===== src/serial_ata_sharing_pkg.sv =====
package serial_ata_sharing_pkg;

    // Device and function numbers of the hub
    localparam logic [4:0] HUB_DEV_NUM = 5'h1F;
    localparam logic [2:0] FN_BRIDGE = 3'h0;
    localparam logic [2:0] FN_PARALLEL = 3'h1;
    localparam logic [2:0] FN_SERIAL = 3'h2;

    // Dword indices of configuration registers
    localparam logic [5:0] CAP_PTR_DW = 6'h0D;
    localparam logic [5:0] HIDE_DW = 6'h3C;
    localparam logic [5:0] UDMA_DW = 6'h12;
    localparam logic [5:0] MAP_DW = 6'h24;
    localparam logic [5:0] DMA_DW = 6'h25;

    // Byte offsets within the space
    localparam logic [7:0] CAP_PTR_OFF = 8'h34;
    localparam logic [7:0] HIDE_OFF = 8'hF2;
    localparam logic [7:0] UDMA_OFF = 8'h48;
    localparam logic [7:0] MAP_OFF = 8'h90;
    localparam logic [7:0] PORT_EN_OFF = 8'h92;
    localparam logic [7:0] DMA_OFF = 8'h94;

    // Field positions
    localparam int HIDE_PARALLEL_BIT = 1;
    localparam int MAP_COMBINED_BIT = 0;

    // Capability pointer values
    localparam logic [7:0] CAP_MSI = 8'h80;
    localparam logic [7:0] CAP_PM = 8'h70;

    // Reset values
    localparam logic [15:0] HIDE_RST = 16'h0000;
    localparam logic [7:0] MAP_RST = 8'h00;
    localparam logic [1:0] PORT_EN_RST = 2'h3;
    localparam logic [7:0] UDMA_RST = 8'h00;

    // Link rates
    localparam logic [1:0] RATE_OFF = 2'h0;
    localparam logic [1:0] RATE_MAX = 2'h1;

    // Legacy task-file I/O windows and the unclaimed read value
    localparam logic [15:0] IO_PRI_BASE = 16'h01F0;
    localparam logic [15:0] IO_SEC_BASE = 16'h0170;
    localparam logic [31:0] CFG_NONE = 32'hFFFFFFFF;

    typedef struct packed {
        logic valid;
        logic wr;
        logic [2:0] func;
        logic [5:0] dw;
        logic [3:0] be;
        logic [31:0] data;
    } cfg_req_t;

    typedef struct packed {
        logic valid;
        logic [15:0] addr;
    } io_req_t;

endpackage

===== src/serial_ata_function_sharing.sv =====
// Summary of operation
// - Native mode presents serial and parallel ATA as two separate functions.
// - Combined mode presents one function serving both serial and parallel ports.
// - Mapping register enables sharing; then serial function decodes all drive I/O.
// - Hide bit 1 at F2h removes parallel function 31/1 and its registers.
// - Capability pointer at 34h skips MSI while in combined mode.
// - Two serial ports, each enabled or disabled independently.
// - Each port has its own independent DMA engine.
// - Drive register access behaves like a classic task-file register set.
// - Link rate does not depend on any Ultra DMA setting.
// - Each enabled port runs its link at maximum speed.
`timescale 1ns/1ns
`default_nettype none
module serial_ata_function_sharing
    import serial_ata_sharing_pkg::*;
#(
    parameter int PORTS = 2,
    parameter int LEN_W = 7
)
(
    input wire logic core_clk,
    input wire logic reset,
    input wire cfg_req_t cfg_req,
    output logic cfg_ack_r,
    output logic cfg_unclaimed_r,
    output logic [31:0] cfg_rdata_r,
    input wire io_req_t io_req,
    output logic io_claim_serial_r,
    output logic io_claim_parallel_r,
    output logic io_port_sel_r,
    output logic [3:0] io_reg_sel_r,
    output logic combined_r,
    output logic parallel_visible_r,
    output logic [PORTS-1:0][1:0] link_rate_r,
    output logic [PORTS-1:0] dma_busy_r,
    output logic [PORTS-1:0] dma_done_r,
    output logic [PORTS-1:0] dma_xfer_r
);
    logic [15:0] hide_r;
    logic [7:0] map_r;
    logic [PORTS-1:0] port_en_r;
    logic [7:0] udma_serial_r;
    logic [7:0] udma_parallel_r;
    logic [PORTS-1:0] dma_start_r;
    logic [PORTS-1:0][LEN_W-1:0] dma_len_r;
    logic [PORTS-1:0] eng_busy;
    logic [PORTS-1:0] eng_done;
    logic [PORTS-1:0] eng_xfer;
    logic wr_ok;
    logic rd_ok;
    logic combined;
    logic hidden;
    logic [2:0] io_win;

    function automatic logic hit(input cfg_req_t r, input logic [2:0] f, input logic [5:0] d);
        hit = r.valid && r.func == f && r.dw == d;
    endfunction

    function automatic logic [2:0] io_window(input logic [15:0] a);
        if (a[15:3] == IO_PRI_BASE[15:3])
            io_window = {1'b1, 2'h0};
        else if (a[15:3] == IO_SEC_BASE[15:3])
            io_window = {1'b1, 2'h1};
        else
            io_window = 3'h0;
    endfunction

    assign combined = map_r[MAP_COMBINED_BIT];
    assign hidden = hide_r[HIDE_PARALLEL_BIT];
    assign wr_ok = cfg_req.valid && cfg_req.wr;
    assign rd_ok = cfg_req.valid && !cfg_req.wr;
    assign io_win = io_window(io_req.addr);

    always_ff @(posedge core_clk)
    begin
        if (reset)
            hide_r <= HIDE_RST;
        else if (wr_ok && hit(cfg_req, FN_BRIDGE, HIDE_DW))
        begin
            if (cfg_req.be[2])
                hide_r[7:0] <= cfg_req.data[23:16];
            if (cfg_req.be[3])
                hide_r[15:8] <= cfg_req.data[31:24];
        end
    end

    always_ff @(posedge core_clk)
    begin
        if (reset)
        begin
            map_r <= MAP_RST;
            port_en_r <= PORT_EN_RST;
        end
        else if (wr_ok && hit(cfg_req, FN_SERIAL, MAP_DW))
        begin
            if (cfg_req.be[0])
                map_r <= cfg_req.data[7:0];
            if (cfg_req.be[2])
                port_en_r <= cfg_req.data[16 +: PORTS];
        end
    end

    always_ff @(posedge core_clk)
    begin
        if (reset)
        begin
            udma_serial_r <= UDMA_RST;
            udma_parallel_r <= UDMA_RST;
        end
        else
        begin
            if (wr_ok && hit(cfg_req, FN_SERIAL, UDMA_DW) && cfg_req.be[0])
                udma_serial_r <= cfg_req.data[7:0];
            if (wr_ok && !hidden && hit(cfg_req, FN_PARALLEL, UDMA_DW) && cfg_req.be[0])
                udma_parallel_r <= cfg_req.data[7:0];
        end
    end

    always_ff @(posedge core_clk)
    begin
        if (reset)
        begin
            dma_start_r <= '0;
            dma_len_r <= '0;
        end
        else
        begin
            for (int i = 0; i < PORTS; i++)
            begin
                dma_start_r[i] <= wr_ok && hit(cfg_req, FN_SERIAL, DMA_DW) && cfg_req.be[i]
                    && cfg_req.data[8*i];
                if (wr_ok && hit(cfg_req, FN_SERIAL, DMA_DW) && cfg_req.be[i])
                    dma_len_r[i] <= cfg_req.data[8*i+1 +: LEN_W];
            end
        end
    end

    generate
        for (genvar g = 0; g < PORTS; g++)
        begin : g_port
            serial_ata_port_engine #(.LEN_W(LEN_W)) u_engine (
                .core_clk(core_clk),
                .reset(reset),
                .enable(port_en_r[g]),
                .start(dma_start_r[g]),
                .len(dma_len_r[g]),
                .busy_r(eng_busy[g]),
                .done_r(eng_done[g]),
                .xfer_r(eng_xfer[g])
            );
        end
    endgenerate

    always_comb
    begin
        dma_busy_r = eng_busy;
        dma_done_r = eng_done;
        dma_xfer_r = eng_xfer;
    end

    always_ff @(posedge core_clk)
    begin
        if (reset)
        begin
            cfg_ack_r <= 1'b0;
            cfg_unclaimed_r <= 1'b0;
            cfg_rdata_r <= '0;
        end
        else
        begin
            cfg_ack_r <= cfg_req.valid;
            cfg_unclaimed_r <= cfg_req.valid && cfg_req.func == FN_PARALLEL && hidden;
            cfg_rdata_r <= '0;
            if (rd_ok)
            begin
                case (cfg_req.func)
                    FN_BRIDGE:
                        if (cfg_req.dw == HIDE_DW)
                            cfg_rdata_r <= {hide_r, 16'h0000};
                    FN_PARALLEL:
                        if (hidden)
                            cfg_rdata_r <= CFG_NONE;
                        else if (cfg_req.dw == UDMA_DW)
                            cfg_rdata_r <= {24'h000000, udma_parallel_r};
                    FN_SERIAL:
                        if (cfg_req.dw == CAP_PTR_DW)
                            cfg_rdata_r <= {24'h000000, combined ? CAP_PM : CAP_MSI};
                        else if (cfg_req.dw == UDMA_DW)
                            cfg_rdata_r <= {24'h000000, udma_serial_r};
                        else if (cfg_req.dw == MAP_DW)
                            cfg_rdata_r <= {8'h00, 8'(port_en_r), 8'h00, map_r};
                        else if (cfg_req.dw == DMA_DW)
                            cfg_rdata_r <= {16'h0000, 7'h00, eng_busy[1], 7'h00, eng_busy[0]};
                    default:
                        cfg_rdata_r <= CFG_NONE;
                endcase
            end
        end
    end

    always_ff @(posedge core_clk)
    begin
        if (reset)
        begin
            io_claim_serial_r <= 1'b0;
            io_claim_parallel_r <= 1'b0;
            io_port_sel_r <= 1'b0;
            io_reg_sel_r <= 4'h0;
        end
        else
        begin
            io_claim_serial_r <= io_req.valid && io_win[2] && combined;
            io_claim_parallel_r <= io_req.valid && io_win[2] && !combined && !hidden;
            io_port_sel_r <= io_win[0];
            io_reg_sel_r <= {1'b0, io_req.addr[2:0]};
        end
    end

    always_ff @(posedge core_clk)
    begin
        if (reset)
        begin
            for (int i = 0; i < PORTS; i++)
                link_rate_r[i] <= PORT_EN_RST[i] ? RATE_MAX : RATE_OFF;
            combined_r <= 1'b0;
            parallel_visible_r <= 1'b1;
        end
        else
        begin
            for (int i = 0; i < PORTS; i++)
                link_rate_r[i] <= port_en_r[i] ? RATE_MAX : RATE_OFF;
            combined_r <= combined;
            parallel_visible_r <= !hidden;
        end
    end
endmodule
`default_nettype wire


===== src/serial_ata_port_engine.sv =====
`timescale 1ns/1ns
`default_nettype none
module serial_ata_port_engine
    import serial_ata_sharing_pkg::*;
#(
    parameter int LEN_W = 7
)
(
    input wire logic core_clk,
    input wire logic reset,
    input wire logic enable,
    input wire logic start,
    input wire logic [LEN_W-1:0] len,
    output logic busy_r,
    output logic done_r,
    output logic xfer_r
);
    logic [LEN_W-1:0] count_r;

    // Word counter
    always_ff @(posedge core_clk)
    begin
        if (reset)
        begin
            busy_r <= 1'b0;
            count_r <= '0;
        end
        else if (!enable)
        begin
            busy_r <= 1'b0;
            count_r <= '0;
        end
        else if (!busy_r && start && len != '0)
        begin
            busy_r <= 1'b1;
            count_r <= len;
        end
        else if (busy_r)
        begin
            count_r <= count_r - 1'b1;
            busy_r <= (count_r != {{(LEN_W-1){1'b0}}, 1'b1});
        end
    end

    // Strobes
    always_ff @(posedge core_clk)
    begin
        if (reset)
        begin
            done_r <= 1'b0;
            xfer_r <= 1'b0;
        end
        else
        begin
            xfer_r <= busy_r && enable;
            done_r <= busy_r && enable && count_r == {{(LEN_W-1){1'b0}}, 1'b1};
        end
    end
endmodule
`default_nettype wire


===== config.mk =====
export PLATFORM = sky130hd
export DESIGN_NAME = serial_ata_function_sharing
export DESIGN_NICKNAME = d
export VERILOG_FILES = /design/src/serial_ata_sharing_pkg.sv /design/src/serial_ata_function_sharing.sv /design/src/serial_ata_port_engine.sv
export SDC_FILE = /design/constraint.sdc
export NUM_CORES = 1
export LEC_CHECK = 0
export BUFFER_PORTS_ARGS = -buffer_cell sky130_fd_sc_hd__buf_2
export CORE_MARGIN = 2
export CORE_UTILIZATION = 53
export DETAILED_ROUTE_END_ITERATION = 8
export PLACE_DENSITY = 0.88
export SYNTH_ARGS = -nofsm -noshare
export SYNTH_HDL_FRONTEND = slang
export SYNTH_SLANG_ARGS = --single-unit

===== constraint.sdc =====
create_clock -name core_clk -period 2.6 [get_ports core_clk]
set_clock_uncertainty 0.2 [all_clocks]
set_input_delay 0.26 -clock core_clk [delete_from_list [all_inputs] [get_ports core_clk]]
set_output_delay 0.26 -clock core_clk [all_outputs]
set_load 0.1 [all_outputs]

* Yosys cells after proc, flatten, opt, wreduce, memory -nomap -nowiden
Cells that the tools add are included.
** Storage, ports and cells
- Output and inout bits :: 53
- Bits of input ports :: 66
- Register bits after elaboration :: 125
** Cells by class
- Add/sub/neg operators :: 2
- Bitwise gates (word level) :: 3
- Muxes and demuxes :: 21
- Reductions and logical operators :: 53
- Equality and inequality tests :: 13
** Operators by type and width (number)
- $pmux 32 s3 :: 1
- $mux 32 :: 2
- $mux 18 :: 3
- $logic_and 1x1->1 :: 35
- $mux 7 :: 4
- $eq 13x6->1 const B :: 2
- $eq 6x6->1 const B :: 3
- $mux 8 :: 2
- $eq 7x1->1 const B :: 2
- $ne 7x1->1 const B :: 2
- $reduce_bool 7->1 :: 2
- $sub 7x1->7 const B :: 2
- $mux 9 :: 1
- $reduce_and 2->1 :: 4
- $reduce_or 2->1 :: 4
- $eq 6x4->1 const B :: 1
- $eq 6x5->1 const B :: 1
- $mux 1 :: 6
- $mux 3 :: 2
- $logic_not 1->1 :: 5
- $reduce_bool 2->1 :: 2
- $eq 3x1->1 const B :: 1
- $eq 3x2->1 const B :: 1
- $logic_not 3->1 :: 1
- $not 1->1 :: 3

* Logic depth before layout (Yosys ltp)
- Depth in word-level cells :: 6
- Gate-level depth with buffers :: 7
- Mapped depth without buffers :: 6

* Cells and area by module
Synthesis repeated with hierarchy kept, for this count alone.
** Second synthesis, totals
- Cell total of the unflattened synthesis :: 492
- Area, all modules :: 4789.6 um^2
** By module, submodules not included
- serial_ata_function_sharing :: cells an instance 372, instances 1, area each 3728.6 um^2
- serial_ata_port_engine :: cells an instance 60, instances 2, area each 530.5 um^2

* Worst setup path before layout
No wires, ideal clock.
- Path kind :: input port to flip-flop
- Start point :: in cfg_req[42] (netlist bit)
- End point :: reg map_r[0]
- Stages :: 6
- Library setup time :: 0.057 ns
- Data arrival time :: 1.847 ns
- Setup slack :: 0.495 ns
- Cell sequence :: or3b_2 -> buf_4 -> or4b_1 -> buf_2 -> nor3b_1 -> a21o_1
** Between the ends
- Word-level cells in the longest chain between the ends :: 5
** RTL lines
- start: declaration :: line serial_ata_function_sharing.sv:23 : input wire cfg_req_t cfg_req,
- $eq 3x2->1 :: line serial_ata_function_sharing.sv:56 : hit = r.valid && r.func == f && r.dw == d;
- $logic_and 1x1->1 (2 in a row) :: line serial_ata_function_sharing.sv:56
- $logic_and 1x1->1 :: line serial_ata_function_sharing.sv:94 : else if (wr_ok && hit(cfg_req, FN_SERIAL, MAP_DW))
- $reduce_and 2->1 (no source line)
- end signal: assignment :: line serial_ata_function_sharing.sv:97 : map_r <= cfg_req.data[7:0];
- end: declaration :: line serial_ata_function_sharing.sv:40 : logic [7:0] map_r;
Every way passes these cells.
A chain may end at the register's enable or synchronous reset.

* Worst setup path in the final report
- Start point :: in cfg_req[42] (netlist bit)
- End point :: reg map_r[1]
The elaborated chain is that of the path after synthesis.

==> results.md <==
- Outcome: finished, final reports clean
- Final hold slack: 0.0658 ns
- N_diodes: 0
- Port Buffers: ~120
- Final Hold Fails: 0
- CTS tree: done
- VDD IR max: approximately 0.40 mV
- DP Area: between 5000 and 6000 µm²
- Startpoint class of the critical path: input port
- Setup TNS: 0 ns
- Die W: 98.4 µm
- Largest net degree at the start of global routing: 72
- Synth top area share: 0.492
- Vias in the first global route: around 4600
- Register-to-Register Path Depth: 4
- Antenna Nets Post-Route: 0
- Core Area: roughly 8700 µm²
- Worst Hold Class: input port to flip-flop
- CP Capture Type: flip-flop
- Design area: around 6300 µm²
- Detailed placement HPWL: 8.50 mm
- Full die area: slightly below 10000 µm²
- Main synth FF type: dfxtp_1
- Tmin final: between 2 and 2.5 ns
- Max FO, Critical Path: 9
- Drt drc: 0
- RSZ-0062 raised after global routing: false
- Leak: 0.00287 µW
- Kind of critical path: input port to flip-flop
- Area Overhead vs Synth: 32.7%
- Cell Area, Synth: between 4000 and 5000 µm²
- Syn avg cell area: between 9 and 10 µm²
- H-tree levels: 4
- Worst slew pin tran: roughly 0.8 ns
- PwrDens: between 600 and 700 nW/µm²
- CTS Sinks: 116
- Worst EP arrival: approximately 2.6 ns
- GP Congestion: around 0.94
- Post-CTS setup buffers: 0
- Final nets: 703
- DRT Pass-1 Iters: 5
- Ranking of synthesized cells by area: dfxtp_1, mux2i_1, nor2_1
- Dominant cell type by area after synthesis: dfxtp_1
- CP max stage cell: or4b_1
- CTS max path bufs: 2
- Period utilization: 0.945
- Max incr delay on CP: between 0.8 and 0.9 ns
- Row count: 34
- WL/cell: 18.5 µm
- Post-synthesis sequential area ratio: 0.492
- Final count of pins violating max slew: 0
- Share of flip-flops with an asynchronous set or reset: 0
- CTS Hold Bufs: 44
- Yosys warnings: 0
- Clk slew on worst S/H paths: approximately 0.050 ns
- Total area of sequential cells: 2320 µm²
- Setup violators final: 0
- Initial Util: 0.544
- Root buf cell: clkbuf_8
- Gr ovfl total: 0
- Max-cap violations: 0
- Library cells used by synthesis: between 50 and 60
- First-pass GRT wire length: 22.4 mm
- CTS Buf Count: 17
- Clk_lat worst skew: 0.51 ns
- Yosys reg bits: 116
- Number of synthesized flops with an enable pin: 0
- Gr usage total: 0.295
- Post-Synthesis Cells: 480
- Slew HR: 0.452
- I/O pin cnt: about 120
- Final total power: 4240 µW
- DR vias: ~4400
- Worst Path Required: approximately 2.8 ns
- DRT iter0 DRCs: around 320
- Total Routed Length: between 10 and 15 mm
- FILL cells: about 550
- Critical path, cell by cell: dlygate4sd3_1, buf_2, or3b_2, or4b_1, mux2i_1, nor2_1
- WHS Path Cells: 5
- Multi-input gate area: between 2000 and 2500 µm²
- Fmax: 407 MHz
- Initial antenna violation count: 0
- Post-cts sizing count: 0
- Ratio of cells with drive above 1 in the final layout: 0.257
- Die height: between 90 and 100 µm
- Vias/cell: 5.86
- Final Core Density: 0.722
==> state kept, by name (all words and copies together), names as in the netlist, 3 cells and up <==
| register | count |
|---|---|
| cfg_rdata_r | 26 |
| hide_r | 16 |
| dma_len_r | 14 |
| g_port.u_engine.count_r | 14 |
| map_r | 8 |
| udma_parallel_r | 8 |
| udma_serial_r | 8 |
| io_reg_sel_r | 3 |
==> through the flow <==
stage	setup slack [ns]	cells
floorplan	0.495	482
global placement	0.315	678
detailed placement	0.251	678
CTS	0.189	753
global route	0.0827	753
finish	0.142	753
==> cell usage after synthesis, drive strengths merged (2+ instances only) <==
| cell | n |
|---|---|
| nand3b | 3 |
| nand4 | 3 |
| or2 | 3 |
| mux2i | 55 |
| a211o | 4 |
| nand4b | 2 |
| or3b | 3 |
| or4 | 3 |
| nand2b | 6 |
| and3 | 7 |
| nand3 | 12 |
| a22oi | 4 |
| nor3 | 11 |
| dfxtp | 116 |
| o211ai | 5 |
| clkbuf | 16 |
| nor2b | 11 |
| inv | 12 |
| and3b | 4 |
| a31oi | 10 |
| ha | 4 |
| buf | 21 |
| and4 | 2 |
| a21o | 15 |
| o22ai | 2 |
| nor3b | 2 |
| a32oi | 2 |
| a21oi | 8 |
| o21ai | 11 |
| nor4 | 7 |
| nand2 | 16 |
| a221oi | 5 |
| a211oi | 7 |
| or3 | 4 |
| nor2 | 68 |
| or4b | 2 |
==> final timing paths <==
check | to | startpoint | slack [ns]
hold / removal | cfg_rdata_r[7] | cfg_req[41] | 0.07
hold reg to reg | cfg_rdata_r[22] | hide_r[6] | 0.25
setup reg to reg | g_port[0].u_engine.count_r[6] | g_port[0].u_engine.busy_r | 0.44
setup / recovery | map_r[1] | cfg_req[42] | 0.14
==> power breakdown <==
group	switching (µW)	internal, µW	total [µW]
Sequential	5.57	1800	1800
Combinational	278	115	394
Clock	776	1270	2040
Total	1060	3180	4240
==> layer usage <==
metal	GRT usage	routed length [µm]
met5	0	0
met4	0.195	792
met3	0.0737	957
met2	0.509	6960
met1	0.319	5200
==> final cells by class <==
class	instances	share of cell area
clock buffer	20	0.0695
clock inverter	11	0.0140
inverter	12	0.00719
multi-input combinational	317	0.343
sequential	116	0.371
tap	108	0.0216
timing repair buffer	169	0.174
==> logic make-up after synthesis <==
kind of cell / count (synthesis) / share of synthesized area
AOI/OAI and AO/OA: 79 / 0.117
adders and majority gates: 4 / 0.0106
DFF: 116 / 0.492
buffers and inverters: 49 / 0.0543
muxes: 55 / 0.117
other: 1 / 0.000794
xor gates and xnor gates: 1 / 0.00186
and+or+nand+nor: 175 / 0.207
==> critical path, delay by kind of cell <==
| family | cells | cell delay (ns) |
|---|---|---|
| AND/OR/NAND/NOR | 3 | 1.40 |
| buffers and inverters | 2 | 0.70 |
| multiplexers | 1 | 0.27 |
==> cell usage in the layout (no fill, tap or decap), types with 6 or more instances in the layout <==
master and n:
a211oi_1 7, a21o_1 15, a21oi_1 8, a31oi_1 10
and3_1 7, buf_2 115, buf_4 10, clkbuf_16 16
clkinv_2 7, dfxtp_1 116, dlygate4sd3_1 44, inv_1 12
mux2i_1 55, nand2_1 16, nand2b_1 6, nand3_1 12
nor2_1 68, nor2b_1 11, nor3_1 11, o21ai_0 10
Power figures use the tool's default switching activity.
